--- src/eps_map.svh ---
// constants for the egress priority scheduler
// assumes inclusion by the package and the design files
`ifndef EPS_MAP_SVH
`define EPS_MAP_SVH
`define EPS_DATA_W      8
`define EPS_Q_DEPTH     16
`define EPS_Q_AW        4
`define EPS_CNT_W       5
`define EPS_RATIO_4     5'h04
`define EPS_RATIO_8     5'h08
`define EPS_RATIO_16    5'h10
`define EPS_POL_4TO1    2'h0
`define EPS_POL_8TO1    2'h1
`define EPS_POL_16TO1   2'h2
`define EPS_POL_STRICT  2'h3
`define EPS_POL_RESET   2'h0
`endif

--- src/eps_pkg.sv ---
// types for the egress priority scheduler
// assumes eps_map.svh is on the include path
`include "eps_map.svh"
package eps_pkg;
   typedef enum logic [1:0] {
      POL_4TO1,
      POL_8TO1,
      POL_16TO1,
      POL_STRICT
   } eps_pol_t;
   typedef enum {
      ST_IDLE,
      ST_SEND
   } eps_state_t;
endpackage

--- src/eps_queue.sv ---
// packet queue: a byte fifo with a last-byte flag per entry
// assumes one clock, async active-low reset
`timescale 1ns/100ps
`include "eps_map.svh"
module eps_queue
   import eps_pkg::*;
(
   // clock and reset
   input  wire logic                   clk,
   input  wire logic                   rst_n,
   // fill side
   input  wire logic                   in_valid,
   input  wire logic [`EPS_DATA_W-1:0] in_data,
   input  wire logic                   in_last,
   output logic                        in_ready,
   // drain side
   output logic                        out_valid,
   output logic [`EPS_DATA_W-1:0]      out_data,
   output logic                        out_last,
   input  wire logic                   out_ready,
   // whole packets held
   output logic                        has_pkt
);
   logic [`EPS_DATA_W:0]   mem [0:`EPS_Q_DEPTH-1];
   logic [`EPS_Q_AW:0]     wp_q;
   logic [`EPS_Q_AW:0]     rp_q;
   logic [`EPS_Q_AW:0]     pk_q;
   logic                   push;
   logic                   pop;
   logic                   pk_in;
   logic                   pk_out;

   assign in_ready  = (wp_q - rp_q) != (`EPS_Q_AW+1)'(`EPS_Q_DEPTH);
   assign out_valid = wp_q != rp_q;
   assign push      = in_valid & in_ready;
   assign pop       = out_valid & out_ready;
   assign out_data  = mem[rp_q[`EPS_Q_AW-1:0]][`EPS_DATA_W-1:0];
   assign out_last  = mem[rp_q[`EPS_Q_AW-1:0]][`EPS_DATA_W];
   assign pk_in     = push & in_last;
   assign pk_out    = pop & out_last;
   assign has_pkt   = pk_q != '0;

   always_ff @(posedge clk) begin
      if (push) begin
         mem[wp_q[`EPS_Q_AW-1:0]] <= {in_last, in_data};
      end
   end

   always_ff @(posedge clk or negedge rst_n) begin
      if (!rst_n) begin
         wp_q <= '0;
         rp_q <= '0;
         pk_q <= '0;
      end else begin
         if (push) wp_q <= wp_q + 1'b1;
         if (pop) rp_q <= rp_q + 1'b1;
         // full packets only, so the scheduler never starts a partial one
         if (pk_in & ~pk_out) pk_q <= pk_q + 1'b1;
         else if (pk_out & ~pk_in) pk_q <= pk_q - 1'b1;
      end
   end
endmodule

--- src/eps_sched.sv ---
// egress priority scheduler: two queues and a service policy
// assumes the fabric classifies packets and the mac drains one byte per accepted cycle
`timescale 1ns/100ps
`include "eps_map.svh"
// Function
// - Each egress port keeps two transmit queues, high and low.
// - High-marked packets go to the high queue, low-marked to the low.
// - Service order follows one of four configured policies.
// - Ratio mode: N high packets then one low, N is 4, 8 or 16.
// - Strict mode: serve high whenever it holds a packet, low only otherwise.
// - Packet is high if any enabled classifier says high, else low.
module eps_sched
   import eps_pkg::*;
(
   // clock and reset
   input  wire logic                   REF_CLK,
   input  wire logic                   RSTN,
   // configuration
   input  wire logic [1:0]             POLICY,
   input  wire logic [3:0]             CLASS_EN,
   // fabric side
   input  wire logic                   IN_VALID,
   input  wire logic [`EPS_DATA_W-1:0] IN_DATA,
   input  wire logic                   IN_LAST,
   input  wire logic [3:0]             IN_CLASS_HI,
   output logic                        IN_READY,
   // mac side
   output logic                        TX_VALID,
   output logic [`EPS_DATA_W-1:0]      TX_DATA,
   output logic                        TX_LAST,
   output logic                        TX_FROM_HI,
   input  wire logic                   TX_READY
);
   // ----------------------------------------
   // classification and queues
   // ----------------------------------------
   logic             pri_q;
   logic             mid_pkt_q;
   logic             pri_now;
   logic [1:0]       in_v;
   logic [1:0]       in_r;
   logic [1:0]       q_v;
   logic [1:0]       q_l;
   logic [1:0]       q_r;
   logic [1:0]       q_pk;
   logic [`EPS_DATA_W-1:0] q_d [0:1];

   assign pri_now = mid_pkt_q ? pri_q : |(CLASS_EN & IN_CLASS_HI);

   always_ff @(posedge REF_CLK or negedge RSTN) begin
      if (!RSTN) begin
         pri_q     <= 1'b0;
         mid_pkt_q <= 1'b0;
      end else if (IN_VALID && IN_READY) begin
         pri_q     <= pri_now;
         mid_pkt_q <= ~IN_LAST;
      end
   end

   assign in_v[1]  = IN_VALID & pri_now;
   assign in_v[0]  = IN_VALID & ~pri_now;
   assign IN_READY = pri_now ? in_r[1] : in_r[0];

   genvar gi;
   generate
      for (gi = 0; gi < 2; gi++) begin : g_q
         eps_queue u_q (
            .clk       (REF_CLK),
            .rst_n     (RSTN),
            .in_valid  (in_v[gi]),
            .in_data   (IN_DATA),
            .in_last   (IN_LAST),
            .in_ready  (in_r[gi]),
            .out_valid (q_v[gi]),
            .out_data  (q_d[gi]),
            .out_last  (q_l[gi]),
            .out_ready (q_r[gi]),
            .has_pkt   (q_pk[gi])
         );
      end
   endgenerate

   // ----------------------------------------
   // service policy
   // ----------------------------------------
   function automatic logic [`EPS_CNT_W-1:0] ratio_of(input logic [1:0] p);
      case (p)
         `EPS_POL_4TO1:  ratio_of = `EPS_RATIO_4;
         `EPS_POL_8TO1:  ratio_of = `EPS_RATIO_8;
         `EPS_POL_16TO1: ratio_of = `EPS_RATIO_16;
         default:        ratio_of = `EPS_RATIO_4;
      endcase
   endfunction

   eps_state_t             st_q;
   logic                   sel_q;
   logic                   pick_hi;
   logic [`EPS_CNT_W-1:0]  cnt_q;
   logic                   take;
   logic                   done;

   // fall back when due queue empty
   always_comb begin
      if (POLICY == `EPS_POL_STRICT) pick_hi = q_pk[1];
      else if (cnt_q >= ratio_of(POLICY)) pick_hi = ~q_pk[0];
      else pick_hi = q_pk[1];
   end

   // output register stage: drain holds while the mac stalls
   assign take = (st_q == ST_SEND) && (!TX_VALID || TX_READY) && q_v[sel_q];
   assign q_r[1] = take & sel_q;
   assign q_r[0] = take & ~sel_q;
   assign done = take & q_l[sel_q];

   always_ff @(posedge REF_CLK or negedge RSTN) begin
      if (!RSTN) begin
         st_q  <= ST_IDLE;
         sel_q <= 1'b0;
      end else begin
         case (st_q)
            ST_IDLE: begin
               if (q_pk != 2'b00) begin
                  st_q  <= ST_SEND;
                  sel_q <= pick_hi;
               end
            end
            ST_SEND: begin
               if (done) st_q <= ST_IDLE;
            end
            default: st_q <= ST_IDLE;
         endcase
      end
   end

   always_ff @(posedge REF_CLK or negedge RSTN) begin
      if (!RSTN) begin
         cnt_q <= '0;
      end else if (done) begin
         if (!sel_q) cnt_q <= '0;
         else if (cnt_q != `EPS_RATIO_16) cnt_q <= cnt_q + 1'b1;
      end
   end

   always_ff @(posedge REF_CLK or negedge RSTN) begin
      if (!RSTN) begin
         TX_VALID   <= 1'b0;
         TX_DATA    <= '0;
         TX_LAST    <= 1'b0;
         TX_FROM_HI <= 1'b0;
      end else if (take) begin
         TX_VALID   <= 1'b1;
         TX_DATA    <= q_d[sel_q];
         TX_LAST    <= q_l[sel_q];
         TX_FROM_HI <= sel_q;
      end else if (TX_READY) begin
         TX_VALID   <= 1'b0;
      end
   end

   // ----------------------------------------
   // checks
   // ----------------------------------------
   property p_strict_hi;
      @(posedge REF_CLK) disable iff (!RSTN)
      (st_q == ST_IDLE && q_pk[1] && POLICY == `EPS_POL_STRICT) |=> sel_q;
   endproperty
   a_strict_hi: assert property (p_strict_hi) else $error("strict picked low with high waiting");

   property p_ratio_low;
      @(posedge REF_CLK) disable iff (!RSTN)
      (st_q == ST_IDLE && q_pk[0] && POLICY != `EPS_POL_STRICT && cnt_q >= ratio_of(POLICY)) |=> !sel_q;
   endproperty
   a_ratio_low: assert property (p_ratio_low) else $error("low not served when due");

   property p_work_cons;
      @(posedge REF_CLK) disable iff (!RSTN)
      (st_q == ST_IDLE && q_pk == 2'b01) |=> (st_q == ST_SEND && !sel_q);
   endproperty
   a_work_cons: assert property (p_work_cons) else $error("idle with only low waiting");

   property p_cnt_clr;
      @(posedge REF_CLK) disable iff (!RSTN)
      (done && !sel_q) |=> cnt_q == '0;
   endproperty
   a_cnt_clr: assert property (p_cnt_clr) else $error("count kept after low packet");

   property p_steer;
      @(posedge REF_CLK) disable iff (!RSTN)
      (IN_VALID && !mid_pkt_q && |(CLASS_EN & IN_CLASS_HI)) |-> (in_v == 2'b10);
   endproperty
   a_steer: assert property (p_steer) else $error("high packet not steered high");

   property p_class;
      @(posedge REF_CLK) disable iff (!RSTN)
      (IN_VALID && !mid_pkt_q && (CLASS_EN & IN_CLASS_HI) == 4'h0) |-> (in_v == 2'b01);
   endproperty
   a_class: assert property (p_class) else $error("unclassified packet not low");

   property p_src;
      @(posedge REF_CLK) disable iff (!RSTN)
      take |=> (TX_VALID && TX_FROM_HI == $past(sel_q));
   endproperty
   a_src: assert property (p_src) else $error("output source mismatch");

   property p_hold;
      @(posedge REF_CLK) disable iff (!RSTN)
      (TX_VALID && !TX_READY) |=> (TX_VALID && $stable(TX_DATA));
   endproperty
   a_hold: assert property (p_hold) else $error("tx data dropped under stall");
endmodule

--- config.mk ---
export PLATFORM = sky130hd
export DESIGN_NAME = eps_sched
export DESIGN_NICKNAME = d
export VERILOG_FILES = /design/src/eps_pkg.sv /design/src/eps_queue.sv /design/src/eps_sched.sv
export VERILOG_INCLUDE_DIRS = /design/src /design/src/src
export SDC_FILE = /design/constraint.sdc
export NUM_CORES = 1
export LEC_CHECK = 0
export BUFFER_PORTS_ARGS = -buffer_cell sky130_fd_sc_hd__buf_2
export CAP_MARGIN = 20
export CORE_ASPECT_RATIO = 1.4
export CORE_MARGIN = 2
export CORE_UTILIZATION = 45
export DETAILED_ROUTE_END_ITERATION = 10
export GPL_ROUTABILITY_DRIVEN = 0
export GPL_TIMING_DRIVEN = 0
export PLACE_DENSITY_LB_ADDON = 0.05
export SETUP_SLACK_MARGIN = 0.15
export SLEW_MARGIN = 20
export SYNTH_ARGS = -nofsm -noshare
export SYNTH_HDL_FRONTEND = slang
export SYNTH_SLANG_ARGS = --single-unit
--- constraint.sdc ---
create_clock -name REF_CLK -period 7.8 [get_ports REF_CLK]
set_clock_uncertainty 0.2 [all_clocks]
set_input_delay 0.39 -clock REF_CLK [delete_from_list [all_inputs] [get_ports REF_CLK]]
set_output_delay 0.39 -clock REF_CLK [all_outputs]
set_load 0.05 [all_outputs]
==> insert_results.sql <==
INSERT INTO impl_metrics (metric_group, metric, value, unit) VALUES
('clock_network', 'tritoncts_clock_tree', 'done', ''),
('power', 'share_clk_of_total_power', '27.1', '%'),
('power', 'power.density_cell_area', '381', 'mW/mm2'),
('yosys', 'netlist.top_cell.by_area', 'sky130_fd_sc_hd__edfxtp_1', ''),
('layout', 'ratio_of_cells_with_drive_above_1_in_the_final_layout', '20.9', '%'),
('setup_path', 'worst-setup-path-type', 'flip-flop to flip-flop', ''),
('die', 'die_w', '153', 'um'),
('yosys', 'synth_cells', '759', ''),
('power', 'net-switching-power', '0.00201', 'W'),
('layout', 'final-instance-count-excl-fill', '1249', ''),
('yosys', 'synth-edff-count', '288', ''),
('setup_path', 'cp_data_required_time', '8030', 'ps'),
('yosys', 'yosys.area.top_type_share', '61.8', '%'),
('die', 'initial_core_util', '45.5', '%'),
('run', 'drv.max_cap_violation_count', '0', ''),
('sta', 'max_freq', '207', 'MHz'),
('routing', 'wire_per_inst', '25.0', 'um'),
('yosys', 'synth.area.top_cells', 'sky130_fd_sc_hd__edfxtp_1, sky130_fd_sc_hd__mux4_2, sky130_fd_sc_hd__dfrtp_1, sky130_fd_sc_hd__ha_1, sky130_fd_sc_hd__a22oi_1', ''),
('power', 'power.switching_fraction', '33.4', '%'),
('power', 'pwr-share-seq', '38.9', '%'),
('sta', 'slew_headroom', '32.3', '%'),
('yosys', 'synthDistinctLibCells', '51', ''),
('outcome', 'outcome', 'finished clean', ''),
('sta', 'period_share', '61.9', '%'),
('setup_path', 'setup.worst_path.start_class', 'flip-flop', ''),
('setup_path', 'end_kind', 'flip-flop', ''),
('clock_network', 'cts_h_tree_depth', '2', ''),
('layout', 'areaGrowthSynthToFinish', '12.9', '%'),
('sta', 'finalWorstSetupSlack', '2970', 'ps'),
('sta', 'setup_viol_count_final', '0', ''),
('yosys', 'syn_avg_cell_area', '18.4', 'um2'),
('clock_network', 'cts.sinks', '338', ''),
('routing', 'drt_first_pass_iters', '5', ''),
('yosys', 'yosys_register_bits', '338', ''),
('grt', 'initial_antenna_violation_count', '1', ''),
('routing', 'vias_cell', '5.73', ''),
('yosys', 'primary_flip_flop_cell_chosen_by_synthesis_mapping', 'sky130_fd_sc_hd__edfxtp_1', ''),
('power', 'total_power', '0.00602', 'W'),
('power', 'power.combinational.fraction', '34.0', '%'),
('place', 'placed_cell_count', '1185', ''),
('routing', 'routed_wirelength', '31200', 'um'),
('die', 'die_area', '0.0325', 'mm2'),
('grt', 'grt_pass1_vias', '7730', ''),
('grt', 'grt_util_all_layers', '19.8', '%'),
('routing', 'drtAntennaViolNets', '0', ''),
('power', 'p_int', '0.00401', 'W'),
('sta', 'fin_tns_setup', '0', 'ps'),
('clock_network', 'clk_pin_slew_worst_paths', '60', 'ps'),
('yosys', 'synth_nets', '818', ''),
('die', 'num_io_pins', '35', ''),
('power', 'peak_supply_drop', '0.000181', 'V'),
('clock_network', 'worst_skew_pair.late_latency', '520', 'ps'),
('sta', 'hold_violation_total_from_the_final_report', '0', ''),
('die', 'fp.dieH', '213', 'um'),
('clock_network', 'cts.path.max_buffers', '3', ''),
('clock_network', 'cts_inserted_buffers', '35', ''),
('grt', 'grt-ovfl-total', '0', ''),
('yosys', 'synth.cell_area', '0.0140', 'mm2'),
('place', 'dp_hpwl', '21100', 'um'),
('sta', 'timing.final.crit_period', '4830', 'ps'),
('place', 'placed_cell_area', '0.0147', 'mm2'),
('clock_network', 'cts_resized', '0', ''),
('grt', 'grt_max_degree', '51', ''),
('die', 'design.core.area', '0.0307', 'mm2'),
('min_path', 'timing.hold.worst.class', 'input port to flip-flop', ''),
('clock_network', 'setup_bufs_post_cts', '0', ''),
('clock_network', 'ctsRootBufferMaster', 'sky130_fd_sc_hd__clkbuf_16', ''),
('layout', 'finalNetCount', '892', ''),
('routing', 'drt_drc_violations_left', '0', ''),
('sta', 'final-max-slew-violation-count', '0', ''),
('sta', 'grt_setup_unrepaired', 'false', ''),
('power', 'leakage', '5.54', 'nW'),
('place', 'dpl_worst_slack', '2940', 'ps'),
('setup_path', 'critPathMaxFanout', '10', ''),
('layout', 'final_design_area_no_fill', '0.0158', 'mm2'),
('sta', 'worst_slew_pin_slew', '1000', 'ps'),
('place', 'io_buffers', '34', ''),
('yosys', 'synth_sequential_area_ratio', '70.8', '%'),
('setup_path', 'cp_data_arrival_time', '5060', 'ps'),
('die', 'fp-row-count', '76', ''),
('yosys', 'async_flop_share', '14.8', '%'),
('grt', 'grt_first_pass_wirelength', '47200', 'um'),
('yosys', 'yosys_warnings', '0', ''),
('routing', 'initial_detailed_routing_violation_count', '508', ''),
('routing', 'vias', '7161', '');
worst max-delay path, stage by stage (launching register included):
cell and delay, ps:
sky130_fd_sc_hd__dfrtp_1 320, sky130_fd_sc_hd__clkbuf_1 310, sky130_fd_sc_hd__inv_1 150, sky130_fd_sc_hd__ha_1 370, sky130_fd_sc_hd__and3b_1 210, sky130_fd_sc_hd__or4_1 570, sky130_fd_sc_hd__a211oi_4 450, sky130_fd_sc_hd__nor2_2 140
sky130_fd_sc_hd__buf_2 210, sky130_fd_sc_hd__and2_1 170, sky130_fd_sc_hd__ha_1 230, sky130_fd_sc_hd__inv_1 120, sky130_fd_sc_hd__ha_1 280, sky130_fd_sc_hd__nor2b_1 160, sky130_fd_sc_hd__o21a_1 180, sky130_fd_sc_hd__or3_1 300
sky130_fd_sc_hd__a21oi_1 170, sky130_fd_sc_hd__xor2_1 190
cells in the final DEF (no fill, tap or decap), types with 3 or more instances in the layout:
cell                        netlist  routed
sky130_fd_sc_hd__nand2_1         30      30
sky130_fd_sc_hd__nor3_1           8       6
sky130_fd_sc_hd__nor3b_1          3       3
sky130_fd_sc_hd__inv_1           25      25
sky130_fd_sc_hd__ha_1            34      34
sky130_fd_sc_hd__edfxtp_1       288     288
sky130_fd_sc_hd__mux2i_1          3       3
sky130_fd_sc_hd__dfrtp_1         50      50
sky130_fd_sc_hd__clkinv_2         0       6
sky130_fd_sc_hd__a221o_1          8       8
sky130_fd_sc_hd__mux2_2           4       4
sky130_fd_sc_hd__nand3_1          9       9
sky130_fd_sc_hd__mux4_2          72      72
sky130_fd_sc_hd__clkbuf_16        0      37
sky130_fd_sc_hd__buf_4            0       3
sky130_fd_sc_hd__and2_1          10      10
sky130_fd_sc_hd__a22oi_1         32      32
sky130_fd_sc_hd__buf_2           10      43
sky130_fd_sc_hd__o21ai_0         13      13
sky130_fd_sc_hd__xor2_1          15      15
sky130_fd_sc_hd__bufinv_16        0       3
sky130_fd_sc_hd__a21o_1           9       9
sky130_fd_sc_hd__and3_1          24      24
sky130_fd_sc_hd__xnor2_1         14      14
sky130_fd_sc_hd__or4_1            4       4
sky130_fd_sc_hd__nand4_1          4       4
sky130_fd_sc_hd__nor2b_1          8       8
sky130_fd_sc_hd__nor2_1          17      17
sky130_fd_sc_hd__a21oi_1         13      13
sky130_fd_sc_hd__clkbuf_1        16      29
synth_stat cells, types with 3 or more instances:
cell / number
sky130_fd_sc_hd__edfxtp_1: 288
sky130_fd_sc_hd__mux4_2: 72
sky130_fd_sc_hd__dfrtp_1: 50
sky130_fd_sc_hd__ha_1: 34
sky130_fd_sc_hd__a22oi_1: 32
sky130_fd_sc_hd__nand2_1: 30
sky130_fd_sc_hd__inv_1: 25
sky130_fd_sc_hd__and3_1: 24
sky130_fd_sc_hd__nor2_1: 17
sky130_fd_sc_hd__clkbuf_1: 16
sky130_fd_sc_hd__xor2_1: 15
sky130_fd_sc_hd__xnor2_1: 14
sky130_fd_sc_hd__a21oi_1: 13
sky130_fd_sc_hd__o21ai_0: 13
sky130_fd_sc_hd__and2_1: 10
sky130_fd_sc_hd__buf_2: 10
sky130_fd_sc_hd__a21o_1: 9
sky130_fd_sc_hd__nand3_1: 9
sky130_fd_sc_hd__a221o_1: 8
sky130_fd_sc_hd__nor2b_1: 8
sky130_fd_sc_hd__nor3_1: 8
sky130_fd_sc_hd__mux2_2: 4
sky130_fd_sc_hd__nand4_1: 4
sky130_fd_sc_hd__or4_1: 4
sky130_fd_sc_hd__mux2i_1: 3
sky130_fd_sc_hd__nor3b_1: 3
routing by layer:
layer  up-vias  track usage (%)  share of wire [%]
met2       132             36.6                 55
met4         2             7.15                2.9
met1      3783             23.5                 39
met3        47             2.94                3.4
li1       3197                -                  -
met5         -                0              0.038
logic make-up (layout without fill, tap and decap cells):
family / Yosys count / after routing / synth area share, %
adder cells (fa/ha/maj): 36 / 36 / 3.33
XOR/XNOR: 31 / 31 / 2.16
AO/OA/AOI/OAI: 97 / 97 / 5.31
AND/OR/NAND/NOR: 126 / 126 / 4.76
multiplexers: 79 / 79 / 12.1
flip-flops: 338 / 338 / 70.8
buffers and inverters: 52 / 151 / 1.54
other: 0 / 1 / 0
repair_timing:
item                       in CTS  in global routing
setup endpoints to repair       0                  0
hold buffers                    1                  0
hold endpoints to repair       50                  0
power by group through the flow:
stage               Sequential (W)  Combinational [W]  Clock [W]
floorplan                  0.00243            0.00140          0
global placement           0.00236            0.00201          0
detailed placement         0.00238            0.00208          0
CTS                        0.00234            0.00209    0.00167
global route               0.00236            0.00224    0.00173
finish                     0.00234            0.00205    0.00163
stage by stage:
step / hold WS (ps) / util [%]
floorplan: -106 / -
global placement: 249 / 47.7
detailed placement: 262 / 47.8
CTS: 8.01 / 51.4
global route: 44.2 / 51.4
finish: 28.0 / 51.4
state kept, by name, indices dropped and copies added, names as in the netlist:
name / count
TX_DATA: 8
TX_FROM_HI: 1
TX_LAST: 1
TX_VALID: 1
cnt_q: 5
g_q.u_q.mem: 288
g_q.u_q.pk_q: 10
g_q.u_q.rp_q: 10
g_q.u_q.wp_q: 10
mid_pkt_q: 1
pri_q: 1
sel_q: 1
st_q: 1
final timing paths:
kind | from | slack (ps) | cells after the start | end
min reg2reg | g_q[1].u_q.pk_q[4]$_DFFE_PN0P_ | 270 | 1 | g_q[1].u_q.pk_q[4]$_DFFE_PN0P_
max reg2reg | g_q[0].u_q.rp_q[2]$_DFFE_PN0P_ | 2970 | 17 | g_q[0].u_q.pk_q[4]$_DFFE_PN0P_
min in group asynchronous | RSTN | 260 | 2 | g_q[1].u_q.pk_q[4]$_DFFE_PN0P_
min | TX_READY | 30 | 3 | TX_VALID$_DFFE_PN0P_
max | g_q[0].u_q.rp_q[2]$_DFFE_PN0P_ | 2970 | 17 | g_q[0].u_q.pk_q[4]$_DFFE_PN0P_
max in group asynchronous | RSTN | 6670 | 2 | cnt_q[1]$_DFFE_PN0P_
cell type report:
| type | count | area, um2 |
|---|---|---|
| inverter | 25 | 93.8 |
| multi-input combinational | 369 | 3880 |
| sequential | 338 | 9900 |
| fill | 2534 | 14900 |
| tap | 390 | 488 |
| clock buffer | 50 | 975 |
| clock inverter | 12 | 136 |
| buffer | 27 | 121 |
| timing repair buffer | 37 | 198 |
| antenna | 1 | 2.50 |
No activity file was read; power rests on OpenSTA's default activity.
